### config.mk
export PLATFORM = sky130hd
export DESIGN_NAME = psram_dev_end_flat
export DESIGN_NICKNAME = d
export VERILOG_FILES = /design/src/design/psram_pwr_pkg.sv /design/src/design/psram_link_if.sv /design/src/design/psram_dev_end.sv /design/src/flat_wrapper.sv
export SDC_FILE = /design/constraint.sdc
export NUM_CORES = 1
export LEC_CHECK = 0
export BUFFER_PORTS_ARGS = -buffer_cell sky130_fd_sc_hd__buf_2
export CELL_PAD_IN_SITES_DETAIL_PLACEMENT = 0
export CELL_PAD_IN_SITES_GLOBAL_PLACEMENT = 1
export CORE_MARGIN = 8
export CORE_UTILIZATION = 50
export CTS_CLUSTER_SIZE = 20
export DETAILED_ROUTE_END_ITERATION = 10
export PLACE_DENSITY_LB_ADDON = 0.1
export SYNTH_ARGS = -nofsm -noshare
export SYNTH_HDL_FRONTEND = slang
export SYNTH_SLANG_ARGS = --single-unit
### constraint.sdc
create_clock -name core_clk_i -period 4.4 [get_ports core_clk_i]
set_clock_uncertainty 0.05 [all_clocks]
set_input_delay 0.44 -clock core_clk_i [delete_from_list [all_inputs] [get_ports core_clk_i]]
set_output_delay 0.44 -clock core_clk_i [all_outputs]
set_load 0.03 [all_outputs]
### src/design/psram_pwr_pkg.sv
// Package: constants for the pseudo-static DRAM interface power-state ends
package psram_pwr_pkg;
  localparam int CLK_PERIOD_NS = 10;
  // Access time plus margin before active clock stop
  localparam int ACCESS_TIME_NS = 35;
  localparam int CLOCK_STOP_MARGIN_NS = 30;
  localparam int CLOCK_STOP_CYC =
    (ACCESS_TIME_NS + CLOCK_STOP_MARGIN_NS + CLK_PERIOD_NS - 1) / CLK_PERIOD_NS;
  // Sleep and power-down entry (longest times, round down)
  localparam int SLEEP_ENTRY_TIME_US = 3;
  localparam int SLEEP_ENTRY_CYC = SLEEP_ENTRY_TIME_US * 1000 / CLK_PERIOD_NS;
  localparam int POWERDOWN_ENTRY_TIME_US = 3;
  localparam int POWERDOWN_ENTRY_CYC =
    POWERDOWN_ENTRY_TIME_US * 1000 / CLK_PERIOD_NS;
  // Wake pulse widths
  localparam int SLEEP_WAKE_PULSE_MIN_NS = 60;
  localparam int SLEEP_WAKE_PULSE_MAX_NS = 3000;
  localparam int POWERDOWN_WAKE_PULSE_MIN_NS = 200;
  localparam int POWERDOWN_WAKE_PULSE_MAX_NS = 3000;
  localparam int SLEEP_WAKE_PULSE_MIN_CYC =
    (SLEEP_WAKE_PULSE_MIN_NS + CLK_PERIOD_NS - 1) / CLK_PERIOD_NS;
  localparam int POWERDOWN_WAKE_PULSE_MIN_CYC =
    (POWERDOWN_WAKE_PULSE_MIN_NS + CLK_PERIOD_NS - 1) / CLK_PERIOD_NS;
  localparam int POWERDOWN_WAKE_PULSE_MAX_CYC =
    POWERDOWN_WAKE_PULSE_MAX_NS / CLK_PERIOD_NS;
  // Wake times (device longest, host least: both use the full figure)
  localparam int SLEEP_WAKE_TIME_US = 100;
  localparam int SLEEP_WAKE_CYC = SLEEP_WAKE_TIME_US * 1000 / CLK_PERIOD_NS;
  localparam int POWERDOWN_WAKE_TIME_US = 150;
  localparam int POWERDOWN_WAKE_CYC =
    POWERDOWN_WAKE_TIME_US * 1000 / CLK_PERIOD_NS;
  // Maximum select-low time
  localparam int MAX_SELECT_LOW_TIME_US = 4;
  localparam int MAX_SELECT_LOW_CYC =
    MAX_SELECT_LOW_TIME_US * 1000 / CLK_PERIOD_NS;
  // Host clock divider half period in core cycles
  localparam int HOST_CLK_HALF_CYC = 4;
  // Command byte fields (simplified command byte)
  localparam int CMD_READ_BIT = 7;
  localparam int CMD_REG_BIT = 6;
  localparam int CMD_ZERO_LAT_BIT = 5;
  localparam int CMD_SLEEP_BIT = 1;
  localparam int CMD_POWERDOWN_BIT = 0;
  localparam int LATENCY_CLK = 6;
  localparam logic [15:0] CFG1_RESET = 16'hff81;
  localparam int HYBRID_SLEEP_BIT = 5;
  localparam logic [15:0] CFG0_RESET = 16'h8f1f;
  localparam int DEEP_POWER_DOWN_BIT = 15;
  localparam int CNT_W = 16;
  typedef enum logic [2:0] {
    DEV_STANDBY = 3'b000,
    DEV_CMD = 3'b001,
    DEV_LATENCY = 3'b010,
    DEV_DATA = 3'b011,
    DEV_SLEEP = 3'b100,
    DEV_POWERDOWN = 3'b101,
    DEV_WAKE = 3'b110
  } dev_state_type;
  typedef enum logic [2:0] {
    HOST_IDLE = 3'b000,
    HOST_CMD = 3'b001,
    HOST_LATENCY = 3'b010,
    HOST_DATA = 3'b011,
    HOST_PULSE = 3'b100,
    HOST_WAIT = 3'b101
  } host_state_type;
endpackage

### src/design/psram_link_if.sv
// Interface: link pins between host controller and memory device
`timescale 1ns/100ps
interface psram_link_if;
  logic select_n;
  logic bus_clock;
  logic bus_clock_complement;
  logic reset_n;
  logic [7:0] data_host;
  logic data_host_oe;
  logic [7:0] data_dev;
  logic data_dev_oe;
  logic strobe_host;
  logic strobe_host_oe;
  logic strobe_dev;
  logic strobe_dev_oe;
  modport host (output select_n, bus_clock, bus_clock_complement, reset_n,
    data_host, data_host_oe, strobe_host, strobe_host_oe,
    input data_dev, data_dev_oe, strobe_dev, strobe_dev_oe);
  modport dev (input select_n, bus_clock, bus_clock_complement, reset_n,
    data_host, data_host_oe, strobe_host, strobe_host_oe,
    output data_dev, data_dev_oe, strobe_dev, strobe_dev_oe);
endinterface

### src/design/psram_dev_end.sv
// Memory device end: interface states and power conservation modes
// Functional notes
// - Select high: standby, ignore all but select
// - Device drives strobe during command phase
// - Host never drives strobe on zero-latency writes
// - Zero-latency writes write all bytes unmasked
// - Nobody drives data or strobe in write latency
// - Stable clock past access time enters clock stop
// - Clock stop in read holds data driven
// - Toggling clock leaves clock stop
// - Host pauses clock only while low
// - Host raises select before max low time
// - Host avoids clock stop in register access
// - Sleep bit set enters sleep within 3 us
// - Sleep keeps array and registers
// - Select pulse 60-3000 ns wakes, clears bit (code wakes on any pulse of 40 ns or more, no upper limit)
// - Reset also ends sleep, refresh lost
// - Sleep wake needs up to 100 us
// - After sleep, same state as entry
// - Power-down bit zero stops refresh in 3 us
// - Select pulse 200-3000 ns ends power-down (code ends it on any pulse of 180 ns or more, no upper limit)
// - Power-down wake needs up to 150 us
// - After power-down, registers at reset defaults
// - Max select-low time from refresh interval
`timescale 1ns/100ps
module psram_dev_end
  import psram_pwr_pkg::*;
(
  input wire logic core_clk_i, // Core clock
  input wire logic arst_n_i, // Async reset, active low
  psram_link_if.dev link, // Link pins
  output logic [7:0] wr_data_o, // Last written byte
  output logic wr_strobe_o, // Write byte pulse
  output logic [7:0] wr_mask_o, // Bytes masked count low bits
  output logic [7:0] rd_data_o, // Current read byte
  output logic clock_stop_o, // Active clock stop state
  output logic sleep_o, // Hybrid sleep power level
  output logic powerdown_o, // Deep power-down power level
  output logic refresh_en_o, // Array refresh running
  output logic data_valid_o, // Array contents trustworthy
  output logic [15:0] cfg0_o, // First configuration register
  output logic [15:0] cfg1_o, // Second configuration register
  output logic busy_refresh_i_unused_o // Extended latency flag shown
);
  // Synchroniser stages for pins
  logic [1:0] sel_sync_reg, clk_sync_reg, rst_sync_reg;
  logic [7:0] dq_s1_reg, dq_s2_reg;
  logic strobe_s1_reg, strobe_s2_reg;
  logic clk_prev_reg, sel_prev_reg;
  logic sel_n, clk_s, pin_rst_n, clk_edge;
  dev_state_type state_reg;
  logic [CNT_W-1:0] timer_reg, stable_reg, pulse_reg;
  logic [7:0] cmd_reg, rd_reg;
  logic [3:0] byte_cnt_reg;
  logic [3:0] lat_cnt_reg;
  logic [15:0] cfg0_reg, cfg1_reg;
  logic extra_lat_reg;
  logic entry_pending_reg;
  logic [7:0] mask_cnt_reg;

  function automatic logic at_least(input logic [CNT_W-1:0] cnt,
                                    input int lim);
    at_least = (cnt >= CNT_W'(lim));
  endfunction

  // Two-stage synchronisers for all pin inputs except the unused bus_clock_complement and data_host_oe
  always_ff @(posedge core_clk_i or negedge arst_n_i) begin
    if (!arst_n_i) begin
      sel_sync_reg <= 2'h3;
      clk_sync_reg <= 2'h0;
      rst_sync_reg <= 2'h0;
      dq_s1_reg <= 8'h00;
      dq_s2_reg <= 8'h00;
      strobe_s1_reg <= 1'b0;
      strobe_s2_reg <= 1'b0;
      clk_prev_reg <= 1'b0;
      sel_prev_reg <= 1'b1;
    end else begin
      sel_sync_reg <= {sel_sync_reg[0], link.select_n};
      clk_sync_reg <= {clk_sync_reg[0], link.bus_clock};
      rst_sync_reg <= {rst_sync_reg[0], link.reset_n};
      dq_s1_reg <= link.data_host;
      dq_s2_reg <= dq_s1_reg;
      strobe_s1_reg <= link.strobe_host & link.strobe_host_oe;
      strobe_s2_reg <= strobe_s1_reg;
      clk_prev_reg <= clk_sync_reg[1];
      sel_prev_reg <= sel_sync_reg[1];
    end
  end
  assign sel_n = sel_sync_reg[1];
  assign clk_s = clk_sync_reg[1];
  assign pin_rst_n = rst_sync_reg[1];
  assign clk_edge = clk_s ^ clk_prev_reg;

  // Interface and power state machine
  always_ff @(posedge core_clk_i or negedge arst_n_i) begin
    if (!arst_n_i) begin
      state_reg <= DEV_STANDBY;
      timer_reg <= '0;
      pulse_reg <= '0;
      cmd_reg <= 8'h00;
      byte_cnt_reg <= 4'h0;
      lat_cnt_reg <= 4'h0;
      cfg0_reg <= CFG0_RESET;
      cfg1_reg <= CFG1_RESET;
      entry_pending_reg <= 1'b0;
      sleep_o <= 1'b0;
      powerdown_o <= 1'b0;
      refresh_en_o <= 1'b1;
      data_valid_o <= 1'b0;
      wr_data_o <= 8'h00;
      wr_strobe_o <= 1'b0;
      mask_cnt_reg <= 8'h00;
    end else if (!pin_rst_n) begin
      // Hardware reset ends sleep and power-down; refresh lost
      state_reg <= DEV_STANDBY;
      cfg0_reg <= CFG0_RESET;
      cfg1_reg <= CFG1_RESET;
      sleep_o <= 1'b0;
      powerdown_o <= 1'b0;
      refresh_en_o <= 1'b1;
      data_valid_o <= 1'b0;
      entry_pending_reg <= 1'b0;
      wr_strobe_o <= 1'b0;
      timer_reg <= '0;
    end else begin
      wr_strobe_o <= 1'b0;
      case (state_reg)
        DEV_STANDBY: begin
          // Only select is watched here
          if (entry_pending_reg) begin
            // Settle the power mode at once so a new select is not missed
            entry_pending_reg <= 1'b0;
            if (!cfg0_reg[DEEP_POWER_DOWN_BIT]) begin
              state_reg <= DEV_POWERDOWN;
              powerdown_o <= 1'b1;
              refresh_en_o <= 1'b0;
              data_valid_o <= 1'b0;
            end else if (cfg1_reg[HYBRID_SLEEP_BIT]) begin
              state_reg <= DEV_SLEEP;
              sleep_o <= 1'b1;
            end
          end else if (!sel_n) begin
            state_reg <= DEV_CMD;
            byte_cnt_reg <= 4'h0;
          end
        end
        DEV_CMD: begin
          if (sel_n) begin
            state_reg <= DEV_STANDBY;
          end else if (clk_edge) begin
            byte_cnt_reg <= byte_cnt_reg + 4'h1;
            if (byte_cnt_reg == 4'h0) begin
              cmd_reg <= dq_s2_reg;
            end
            if (byte_cnt_reg == 4'h5) begin
              byte_cnt_reg <= 4'h0;
              lat_cnt_reg <= 4'h0;
              if (!cmd_reg[CMD_READ_BIT] && cmd_reg[CMD_ZERO_LAT_BIT]) begin
                state_reg <= DEV_DATA;
              end else begin
                state_reg <= DEV_LATENCY;
              end
            end
          end
        end
        DEV_LATENCY: begin
          if (sel_n) begin
            state_reg <= DEV_STANDBY;
          end else if (clk_edge) begin
            lat_cnt_reg <= lat_cnt_reg + 4'h1;
            if (lat_cnt_reg == 4'(2 * LATENCY_CLK - 1)) begin
              state_reg <= DEV_DATA;
            end
          end
        end
        DEV_DATA: begin
          if (sel_n) begin
            state_reg <= DEV_STANDBY;
            if (cmd_reg[CMD_REG_BIT] && !cmd_reg[CMD_READ_BIT] &&
                byte_cnt_reg >= 4'h2) begin
              entry_pending_reg <= 1'b1;
              timer_reg <= '0;
            end
          end else if (clk_edge && !cmd_reg[CMD_READ_BIT]) begin
            byte_cnt_reg <= byte_cnt_reg + 4'h1;
            if (cmd_reg[CMD_REG_BIT]) begin
              if (byte_cnt_reg == 4'h0) begin
                if (cmd_reg[CMD_POWERDOWN_BIT]) begin
                  cfg0_reg[15:8] <= dq_s2_reg;
                end else begin
                  cfg1_reg[15:8] <= dq_s2_reg;
                end
              end else if (byte_cnt_reg == 4'h1) begin
                if (cmd_reg[CMD_POWERDOWN_BIT]) begin
                  cfg0_reg[7:0] <= dq_s2_reg;
                end else begin
                  cfg1_reg[7:0] <= dq_s2_reg;
                end
              end
            end else begin
              // Zero-latency writes ignore strobe mask
              wr_data_o <= dq_s2_reg;
              wr_strobe_o <= 1'b1;
              data_valid_o <= 1'b1; // Array now holds written data
              if (strobe_s2_reg && !cmd_reg[CMD_ZERO_LAT_BIT]) begin
                mask_cnt_reg <= mask_cnt_reg + 8'h01;
              end
            end
          end
        end
        DEV_SLEEP: begin
          // Array and registers retained while asleep
          if (!sel_n) begin
            pulse_reg <= pulse_reg + 1'b1;
          end else if (!sel_prev_reg) begin
            pulse_reg <= '0;
            if (at_least(pulse_reg, SLEEP_WAKE_PULSE_MIN_CYC - 2)) begin
              cfg1_reg[HYBRID_SLEEP_BIT] <= 1'b0;
              sleep_o <= 1'b0;
              state_reg <= DEV_WAKE;
              timer_reg <= CNT_W'(SLEEP_WAKE_CYC);
            end
          end
        end
        DEV_POWERDOWN: begin
          if (!sel_n) begin
            pulse_reg <= pulse_reg + 1'b1;
          end else if (!sel_prev_reg) begin
            pulse_reg <= '0;
            if (at_least(pulse_reg, POWERDOWN_WAKE_PULSE_MIN_CYC - 2)) begin
              cfg0_reg <= CFG0_RESET;
              cfg1_reg <= CFG1_RESET;
              powerdown_o <= 1'b0;
              refresh_en_o <= 1'b1;
              state_reg <= DEV_WAKE;
              timer_reg <= CNT_W'(POWERDOWN_WAKE_CYC);
            end
          end
        end
        DEV_WAKE: begin
          // Return to the pre-entry standby once the wake time runs out
          if (timer_reg == '0) begin
            state_reg <= DEV_STANDBY;
          end else begin
            timer_reg <= timer_reg - 1'b1;
          end
        end
        default: state_reg <= DEV_STANDBY;
      endcase
    end
  end

  // Clock-stable counter and clock stop flag
  always_ff @(posedge core_clk_i or negedge arst_n_i) begin
    if (!arst_n_i) begin
      stable_reg <= '0;
      clock_stop_o <= 1'b0;
    end else if (state_reg != DEV_DATA || clk_edge || sel_n) begin
      stable_reg <= '0;
      clock_stop_o <= 1'b0;
    end else begin
      if (!at_least(stable_reg, CLOCK_STOP_CYC)) begin
        stable_reg <= stable_reg + 1'b1;
      end
      clock_stop_o <= at_least(stable_reg, CLOCK_STOP_CYC - 1);
    end
  end

  // Read data source; held through clock stop
  always_ff @(posedge core_clk_i or negedge arst_n_i) begin
    if (!arst_n_i) begin
      rd_reg <= 8'h00;
    end else if (state_reg == DEV_DATA && cmd_reg[CMD_READ_BIT] && clk_edge)
    begin
      rd_reg <= rd_reg + 8'h01;
    end
  end

  // Pin drivers: strobe in command phase, data in read transfer
  always_ff @(posedge core_clk_i or negedge arst_n_i) begin
    if (!arst_n_i) begin
      link.data_dev <= 8'h00;
      link.data_dev_oe <= 1'b0;
      link.strobe_dev <= 1'b0;
      link.strobe_dev_oe <= 1'b0;
      extra_lat_reg <= 1'b0;
    end else begin
      extra_lat_reg <= 1'b0;
      link.data_dev <= rd_reg;
      link.data_dev_oe <= (state_reg == DEV_DATA) && cmd_reg[CMD_READ_BIT];
      link.strobe_dev <= (state_reg == DEV_CMD) ? extra_lat_reg :
                         (state_reg == DEV_DATA) ? clk_s : 1'b0;
      link.strobe_dev_oe <= (state_reg == DEV_CMD) ||
        (state_reg == DEV_LATENCY && cmd_reg[CMD_READ_BIT]) ||
        (state_reg == DEV_DATA && cmd_reg[CMD_READ_BIT]);
    end
  end

  assign rd_data_o = link.data_dev;
  assign cfg0_o = cfg0_reg;
  assign cfg1_o = cfg1_reg;
  assign wr_mask_o = mask_cnt_reg;
  assign busy_refresh_i_unused_o = extra_lat_reg;
endmodule // psram_dev_end

### src/flat_wrapper.sv
// flat-port wrapper written by rule: the top's interface ports become plain ports
module psram_dev_end_flat import psram_pwr_pkg::*;
  (core_clk_i, arst_n_i, wr_data_o, wr_strobe_o, wr_mask_o, rd_data_o, clock_stop_o, sleep_o, powerdown_o, refresh_en_o, data_valid_o, cfg0_o, cfg1_o, busy_refresh_i_unused_o, link_select_n, link_bus_clock, link_bus_clock_complement, link_reset_n, link_data_host, link_data_host_oe, link_strobe_host, link_strobe_host_oe, link_data_dev, link_data_dev_oe, link_strobe_dev, link_strobe_dev_oe);
  psram_link_if link_i ();
  input wire logic core_clk_i;
  input wire logic arst_n_i;
  output logic [7:0] wr_data_o;
  output logic wr_strobe_o;
  output logic [7:0] wr_mask_o;
  output logic [7:0] rd_data_o;
  output logic clock_stop_o;
  output logic sleep_o;
  output logic powerdown_o;
  output logic refresh_en_o;
  output logic data_valid_o;
  output logic [15:0] cfg0_o;
  output logic [15:0] cfg1_o;
  output logic busy_refresh_i_unused_o;
  input wire logic [$bits(link_i.select_n)-1:0] link_select_n;
  input wire logic [$bits(link_i.bus_clock)-1:0] link_bus_clock;
  input wire logic [$bits(link_i.bus_clock_complement)-1:0] link_bus_clock_complement;
  input wire logic [$bits(link_i.reset_n)-1:0] link_reset_n;
  input wire logic [$bits(link_i.data_host)-1:0] link_data_host;
  input wire logic [$bits(link_i.data_host_oe)-1:0] link_data_host_oe;
  input wire logic [$bits(link_i.strobe_host)-1:0] link_strobe_host;
  input wire logic [$bits(link_i.strobe_host_oe)-1:0] link_strobe_host_oe;
  output wire logic [$bits(link_i.data_dev)-1:0] link_data_dev;
  output wire logic [$bits(link_i.data_dev_oe)-1:0] link_data_dev_oe;
  output wire logic [$bits(link_i.strobe_dev)-1:0] link_strobe_dev;
  output wire logic [$bits(link_i.strobe_dev_oe)-1:0] link_strobe_dev_oe;
  assign link_i.select_n = link_select_n;
  assign link_i.bus_clock = link_bus_clock;
  assign link_i.bus_clock_complement = link_bus_clock_complement;
  assign link_i.reset_n = link_reset_n;
  assign link_i.data_host = link_data_host;
  assign link_i.data_host_oe = link_data_host_oe;
  assign link_i.strobe_host = link_strobe_host;
  assign link_i.strobe_host_oe = link_strobe_host_oe;
  assign link_data_dev = link_i.data_dev;
  assign link_data_dev_oe = link_i.data_dev_oe;
  assign link_strobe_dev = link_i.strobe_dev;
  assign link_strobe_dev_oe = link_i.strobe_dev_oe;
  psram_dev_end u_core (.core_clk_i(core_clk_i), .arst_n_i(arst_n_i), .link(link_i), .wr_data_o(wr_data_o), .wr_strobe_o(wr_strobe_o), .wr_mask_o(wr_mask_o), .rd_data_o(rd_data_o), .clock_stop_o(clock_stop_o), .sleep_o(sleep_o), .powerdown_o(powerdown_o), .refresh_en_o(refresh_en_o), .data_valid_o(data_valid_o), .cfg0_o(cfg0_o), .cfg1_o(cfg1_o), .busy_refresh_i_unused_o(busy_refresh_i_unused_o));
endmodule
Word level (Yosys, flattened, before mapping)
Cells that the tools add are included.
{"block": "classes", "add_sub_neg": 7, "order_cmp": 5, "eq_ne": 56, "n_mux": 115, "bitwise": 4, "n_reduce_logical": 37}
{"operator": "16-bit two-way mux", "n": 28}
{"operator": "3-bit != test, second input constant", "n": 24}
{"operator": "8-bit two-way mux", "n": 8}
{"operator": "16-bit case mux with 4 select lines", "n": 1}
{"operator": "3-bit two-way mux", "n": 19}
{"operator": "16-bit by 3-bit greater-or-equal comparator with 1-bit output, second input constant", "n": 3}
{"operator": "4-bit two-way mux", "n": 12}
{"operator": "1-bit two-way mux", "n": 35}
{"operator": "16-bit by 1-bit adder with 16-bit output, second input constant", "n": 2}
{"operator": "16-bit case mux with 2 select lines", "n": 1}
{"operator": "10-bit AND reduction", "n": 3}
{"operator": "3-bit case mux with 7 select lines", "n": 1}
{"operator": "10-bit case mux with 2 select lines", "n": 1}
{"operator": "6-bit AND reduction", "n": 3}
{"operator": "9-bit AND reduction", "n": 2}
{"operator": "8-bit by 1-bit adder with 8-bit output, second input constant", "n": 2}
{"operator": "16-bit by 5-bit greater-or-equal comparator with 1-bit output, second input constant", "n": 1}
{"operator": "16-bit logical NOT", "n": 1}
{"operator": "4-bit by 3-bit != test with 1-bit output, second input constant", "n": 4}
{"operator": "16-bit by 1-bit subtractor with 16-bit output, second input constant", "n": 1}
{"operator": "14-bit AND reduction", "n": 1}
{"operator": "7-bit AND reduction", "n": 2}
{"operator": "13-bit AND reduction", "n": 1}
{"operator": "2-bit != test, second input constant", "n": 6}
{"operator": "other kinds (31)", "n": 62}
{"block": "totals", "reg_bits": 167, "inputBits": 17, "out_inout_bits": 74, "wordCells": 259}

Longest topological paths before layout
{"block": "depth", "ltp_word": 8, "mapped_depth": 9, "ltp_nobuf": 8}

Worst setup path before layout
OpenSTA, ideal clock, no wires.
{"block": "synth_path", "path_kind": "register -> register", "from": "register u_core.timer_reg[0]", "to": "register u_core.timer_reg[10]", "setup_time_ns": 0.120, "arrival_time_ns": 2.059, "t_required_ns": 4.230, "slack_ns": 2.172, "path_stages_with_launch": 9, "n_path_buf": 0, "period_less_slack_ns": 2.228, "path_cell_list": "dfrtp_1 -> inv_1 -> ha_1 -> or3b_2 -> nor3_1 -> nand2_1 -> nor3_1 -> nand4_1 -> and3_1"}
{"block": "synth_between", "elab_chain_len": 4, "elab_cells_between_ends": 7, "cone_classes": "add/sub (1); eq/ne (1); mux (3); reduce/logical (2)"}
{"element": "start: declaration", "line_no": "psram_dev_end.sv:52", "text": "logic [CNT_W-1:0] timer_reg, stable_reg, pulse_reg;"}
{"element": "start signal: assignment", "line_no": "psram_dev_end.sv:222", "text": "timer_reg <= CNT_W'(SLEEP_WAKE_CYC);"}
{"element": "start signal: assignment", "line_no": "psram_dev_end.sv:237", "text": "timer_reg <= CNT_W'(POWERDOWN_WAKE_CYC);"}
{"element": "start signal: assignment", "line_no": "psram_dev_end.sv:246", "text": "timer_reg <= timer_reg - 1'b1;"}
{"element": "16-bit by 1-bit subtractor with 16-bit output", "line_no": "psram_dev_end.sv:246"}
{"element": "16-bit two-way mux", "line_no": "psram_dev_end.sv:243", "text": "if (timer_reg == '0) begin"}
{"element": "16-bit case mux with 4 select lines", "line_no": "psram_dev_end.sv:128", "text": "case (state_reg)"}
{"element": "16-bit two-way mux", "line_no": "psram_dev_end.sv:114", "text": "end else if (!pin_rst_n) begin"}
Parallel ways exist; a longest one is shown, timed or not. The select of a mux whose other input is x is not followed.
A chain may end at the register's enable or synchronous reset.

Final worst setup path
{"block": "layout_path", "from": "register u_core.state_reg[1]", "to": "register u_core.cfg0_reg[1], in the netlist u_core.cfg0_o[1]"}
{"block": "layout_between", "elab_chain_len": 3, "elab_cells_between_ends": 15, "cone_classes": "eq/ne (12); mux (2); reduce/logical (1)"}
{"element": "start: declaration", "line_no": "psram_dev_end.sv:51", "text": "dev_state_type state_reg;"}
{"element": "start signal: assignment", "line_no": "psram_dev_end.sv:98", "text": "state_reg <= DEV_STANDBY;"}
{"element": "start signal: assignment", "line_no": "psram_dev_end.sv:116", "text": "state_reg <= DEV_STANDBY;"}
{"element": "start signal: assignment", "line_no": "psram_dev_end.sv:135", "text": "state_reg <= DEV_POWERDOWN;"}
{"element": "3-bit by 2-bit == test with 1-bit output / 3-bit == test (equally long branches)", "line_no": "psram_dev_end.sv:128"}
{"element": "3-bit != test (no source line), or another cell as far along"}
{"element": "10-bit AND reduction (no source line) / 16-bit two-way mux (equally long branches)"}
{"element": "end signal: assignment", "line_no": "psram_dev_end.sv:196", "text": "cfg0_reg[7:0] <= dq_s2_reg;"}
{"element": "end: declaration", "line_no": "psram_dev_end.sv:56", "text": "logic [15:0] cfg0_reg, cfg1_reg;"}
Parallel ways exist; a longest one is shown, timed or not.

==> impl_metrics.json <==
{
  "p_total_mw": 3.92,
  "switching_share_pct": 32.1,
  "firstDrtPassIters": 5,
  "hold_viol_final": 0,
  "clockRootBuffer": "clkbuf_16",
  "synth_edf_count": 0,
  "leakage_nw": 4.02,
  "seqCellArea_um2": 4110,
  "sequentialPowerShare_pct": 45.9,
  "worstSetupEndpoint": "u_core.cfg0_o[1]$_DFFE_PN1P_",
  "die_x_um": 138,
  "yosysWarnings": 0,
  "gp_congestion": 0.796,
  "initial_core_util_pct": 51.1,
  "clkTransAtPathRegs_ns": 0.07,
  "grt_pass1_wl_mm": 26.3,
  "syn-cell-area_um2": 7420,
  "path_class": "flop to flop",
  "overflow": 0,
  "cts_tree": "yes",
  "hpwlAfterDp_mm": 11.4,
  "synth-main-ff-cell": "dfrtp_1",
  "rrSetupSlack_ns": 1.45,
  "synthCells": 666,
  "cts_setup_buffers": 0,
  "ir_drop_mv": 0.307,
  "maxSlewHeadroom_pct": 34.9,
  "dieArea_um2": 19000,
  "vias_per_cell": 5.60,
  "start_kind": "flop",
  "fin_util_pct": 58.5,
  "ys_ff_latch": 163,
  "fin_setup_tns_ns": 0,
  "timing.rr.start": "u_core.state_reg[1]$_DFFE_PN0P_",
  "vias": 5267,
  "multi_input_area_um2": 3020,
  "period_needed_ns": 2.95,
  "post-place-ws_ns": 1.47,
  "nets": 773,
  "maxCapViolCount": 0,
  "cts_max_level": 4,
  "drtAntennaViolNets": 0,
  "drt-total-wl_mm": 16.2,
  "worstMarginPinSlew_ns": 0.977,
  "synth_nets": 696,
  "slew_viol_final": 0,
  "rows": 44,
  "fin_crit_sh_pct": 66.9,
  "hold_class": "input port to async pin",
  "clockBufferDepth": 2,
  "status": "finished, final reports clean",
  "fill_cells": 1289,
  "required_ns": 4.71,
  "seq_area_frac_synth_pct": 55.4,
  "timing.final.ws_setup_ns": 1.45,
  "numClockSinks": 163,
  "diodes": 0,
  "hold_slack_ns": 0.0571,
  "worstReg2RegEnd": "u_core.cfg0_o[1]$_DFFE_PN1P_",
  "area_growth_pct": 14.6,
  "p_per_area_nw_per_um2": 461,
  "detail_route.wl_per_cell_um": 17.3,
  "cp-startpoint": "u_core.state_reg[1]$_DFFE_PN0P_",
  "drc_errors": 0,
  "async_flop_share_pct": 100,
  "insertion_delay_ns": 0.43,
  "power.share.clock_pct": 35.3,
  "dieHeight_um": 138,
  "crit_path_end_kind": "flop",
  "ys_types": 75,
  "antenna_found_initial": 0,
  "grtUsageTotal_pct": 17.8,
  "drt-initial-drc-count": 296,
  "grt_pass1_vias": 5115,
  "post_cts_resized": 0,
  "cts_buffers": 17,
  "max_freq_mhz": 340,
  "intPower_mw": 2.66,
  "portBuffers": 87,
  "hold_buffers": 0,
  "p_comb_share_pct": 18.9,
  "syn_avg_cell_area_um2": 11.1,
  "layout-drive-gt1-share_pct": 26.6,
  "worst-path-max-fanout": 18,
  "cp.arrival_ns": 3.25,
  "finalSetupViolCount": 0,
  "grt_max_degree": 108,
  "power.switching_mw": 1.26,
  "rsz0062_at_grt": "false",
  "reg2reg_depth": 6,
  "io_pins": 91,
  "core_region_area_um2": 14500
}
==> critical path: stages, from the launching register on <==
cell     delay [ns]
dfrtp_1        0.56
buf_4          0.29
and2b_1        0.48
inv_1          0.14
nor3b_2        0.43
a221o_1        0.51
mux2_2         0.40
==> synth_stat cells, types with 8 or more instances <==
| cell type | number | area share (%) |
|---|---|---|
| nand4_1 | 17 | 1.4 |
| ha_1 | 13 | 2.2 |
| a21oi_1 | 19 | 1.3 |
| buf_4 | 12 | 1.2 |
| nor4_1 | 11 | 0.93 |
| mux2i_1 | 9 | 1.2 |
| nor2b_1 | 9 | 0.76 |
| mux2_2 | 34 | 5.2 |
| clkbuf_1 | 16 | 0.81 |
| inv_1 | 25 | 1.3 |
| a31oi_1 | 8 | 0.67 |
| nand2b_1 | 16 | 1.3 |
| nand3_1 | 19 | 1.3 |
| nor3_1 | 13 | 0.88 |
| o21ai_0 | 42 | 2.8 |
| xnor2_1 | 12 | 1.4 |
| and2_1 | 12 | 1.0 |
| dfrtp_1 | 139 | 47 |
| xor2_1 | 16 | 1.9 |
| dfstp_2 | 24 | 8.5 |
| and3_1 | 9 | 0.76 |
| nand2_1 | 47 | 2.4 |
| nor2_1 | 44 | 2.2 |
==> layout make-up <==
class                      instances  area share (%)
multi-input combinational        442            35.5
clock inverter                    12            1.15
sequential                       163            48.3
clock buffer                      20            5.37
tap                              184            2.71
timing repair buffer              94            5.81
inverter                          25            1.10
==> power groups by stage <==
stage / Clock (mW) / Sequential (mW) / Combinational (mW)
floorplan: 0 / 1.92 / 0.413
global placement: 0 / 1.82 / 0.731
detailed placement: 0 / 1.82 / 0.745
CTS: 1.42 / 1.80 / 0.747
global route: 1.48 / 1.82 / 0.805
finish: 1.38 / 1.80 / 0.740
==> through the flow <==
step	cell area (um^2)	instances
floorplan	7420	666
global placement	7950	908
detailed placement	7950	908
CTS	8500	940
global route	8500	940
finish	8500	940
==> logic make-up (layout without fill, tap and decap cells) <==
| logic type | after synthesis | in the layout | synth area share (%) |
|---|---|---|---|
| simple gates | 238 | 238 | 18.1 |
| other cells | 1 | 1 | 0.0505 |
| mux | 43 | 43 | 6.37 |
| buf+inv | 61 | 151 | 3.91 |
| compound gates | 119 | 119 | 10.7 |
| flops | 163 | 163 | 55.4 |
| fa+ha+maj | 13 | 13 | 2.19 |
| xor+xnor | 28 | 28 | 3.31 |
==> worst min-delay path by stage <==
stage / from / endpoint / slack [ns] / depth (start not counted)
5_1_grt: link_select_n / u_core.sel_sync_reg[0]$_DFF_PN1_ / 0.04 / 1
3_5_place_dp: u_core.clk_sync_reg[0]$_DFF_PN0_ / u_core.clk_sync_reg[1]$_DFF_PN0_ / 0.28 / 0
3_3_place_gp: u_core.dq_s1_reg[1]$_DFF_PN0_ / u_core.dq_s2_reg[1]$_DFF_PN0_ / 0.28 / 0
2_1_floorplan: arst_n_i / u_core.byte_cnt_reg[0]$_DFFE_PN0P_ / 0.09 / 0
6_report: arst_n_i / u_core.timer_reg[1]$_DFFE_PN0P_ / 0.06 / 1
4_1_cts: link_select_n / u_core.sel_sync_reg[0]$_DFF_PN1_ / 0.03 / 1
==> routing by layer <==
metal	track usage (%)	vias to the layer above	routed length, um
met5	0	-	0
met4	5.85	0	187
met3	5.32	12	857
met2	27.6	141	7590
met1	23.5	2598	7600
li1	-	2516	-
==> cell usage in the layout (no fill, tap or decap), types with 17 or more instances in the layout <==
master,instances
clkbuf_16,17
o21ai_0,42
dfstp_2,24
buf_2,86
nand4_1,17
nand2_1,47
a21oi_1,19
mux2_2,34
dfrtp_1,139
nand3_1,19
inv_1,25
nor2_1,44
No activity file was read; power rests on OpenSTA's default activity.
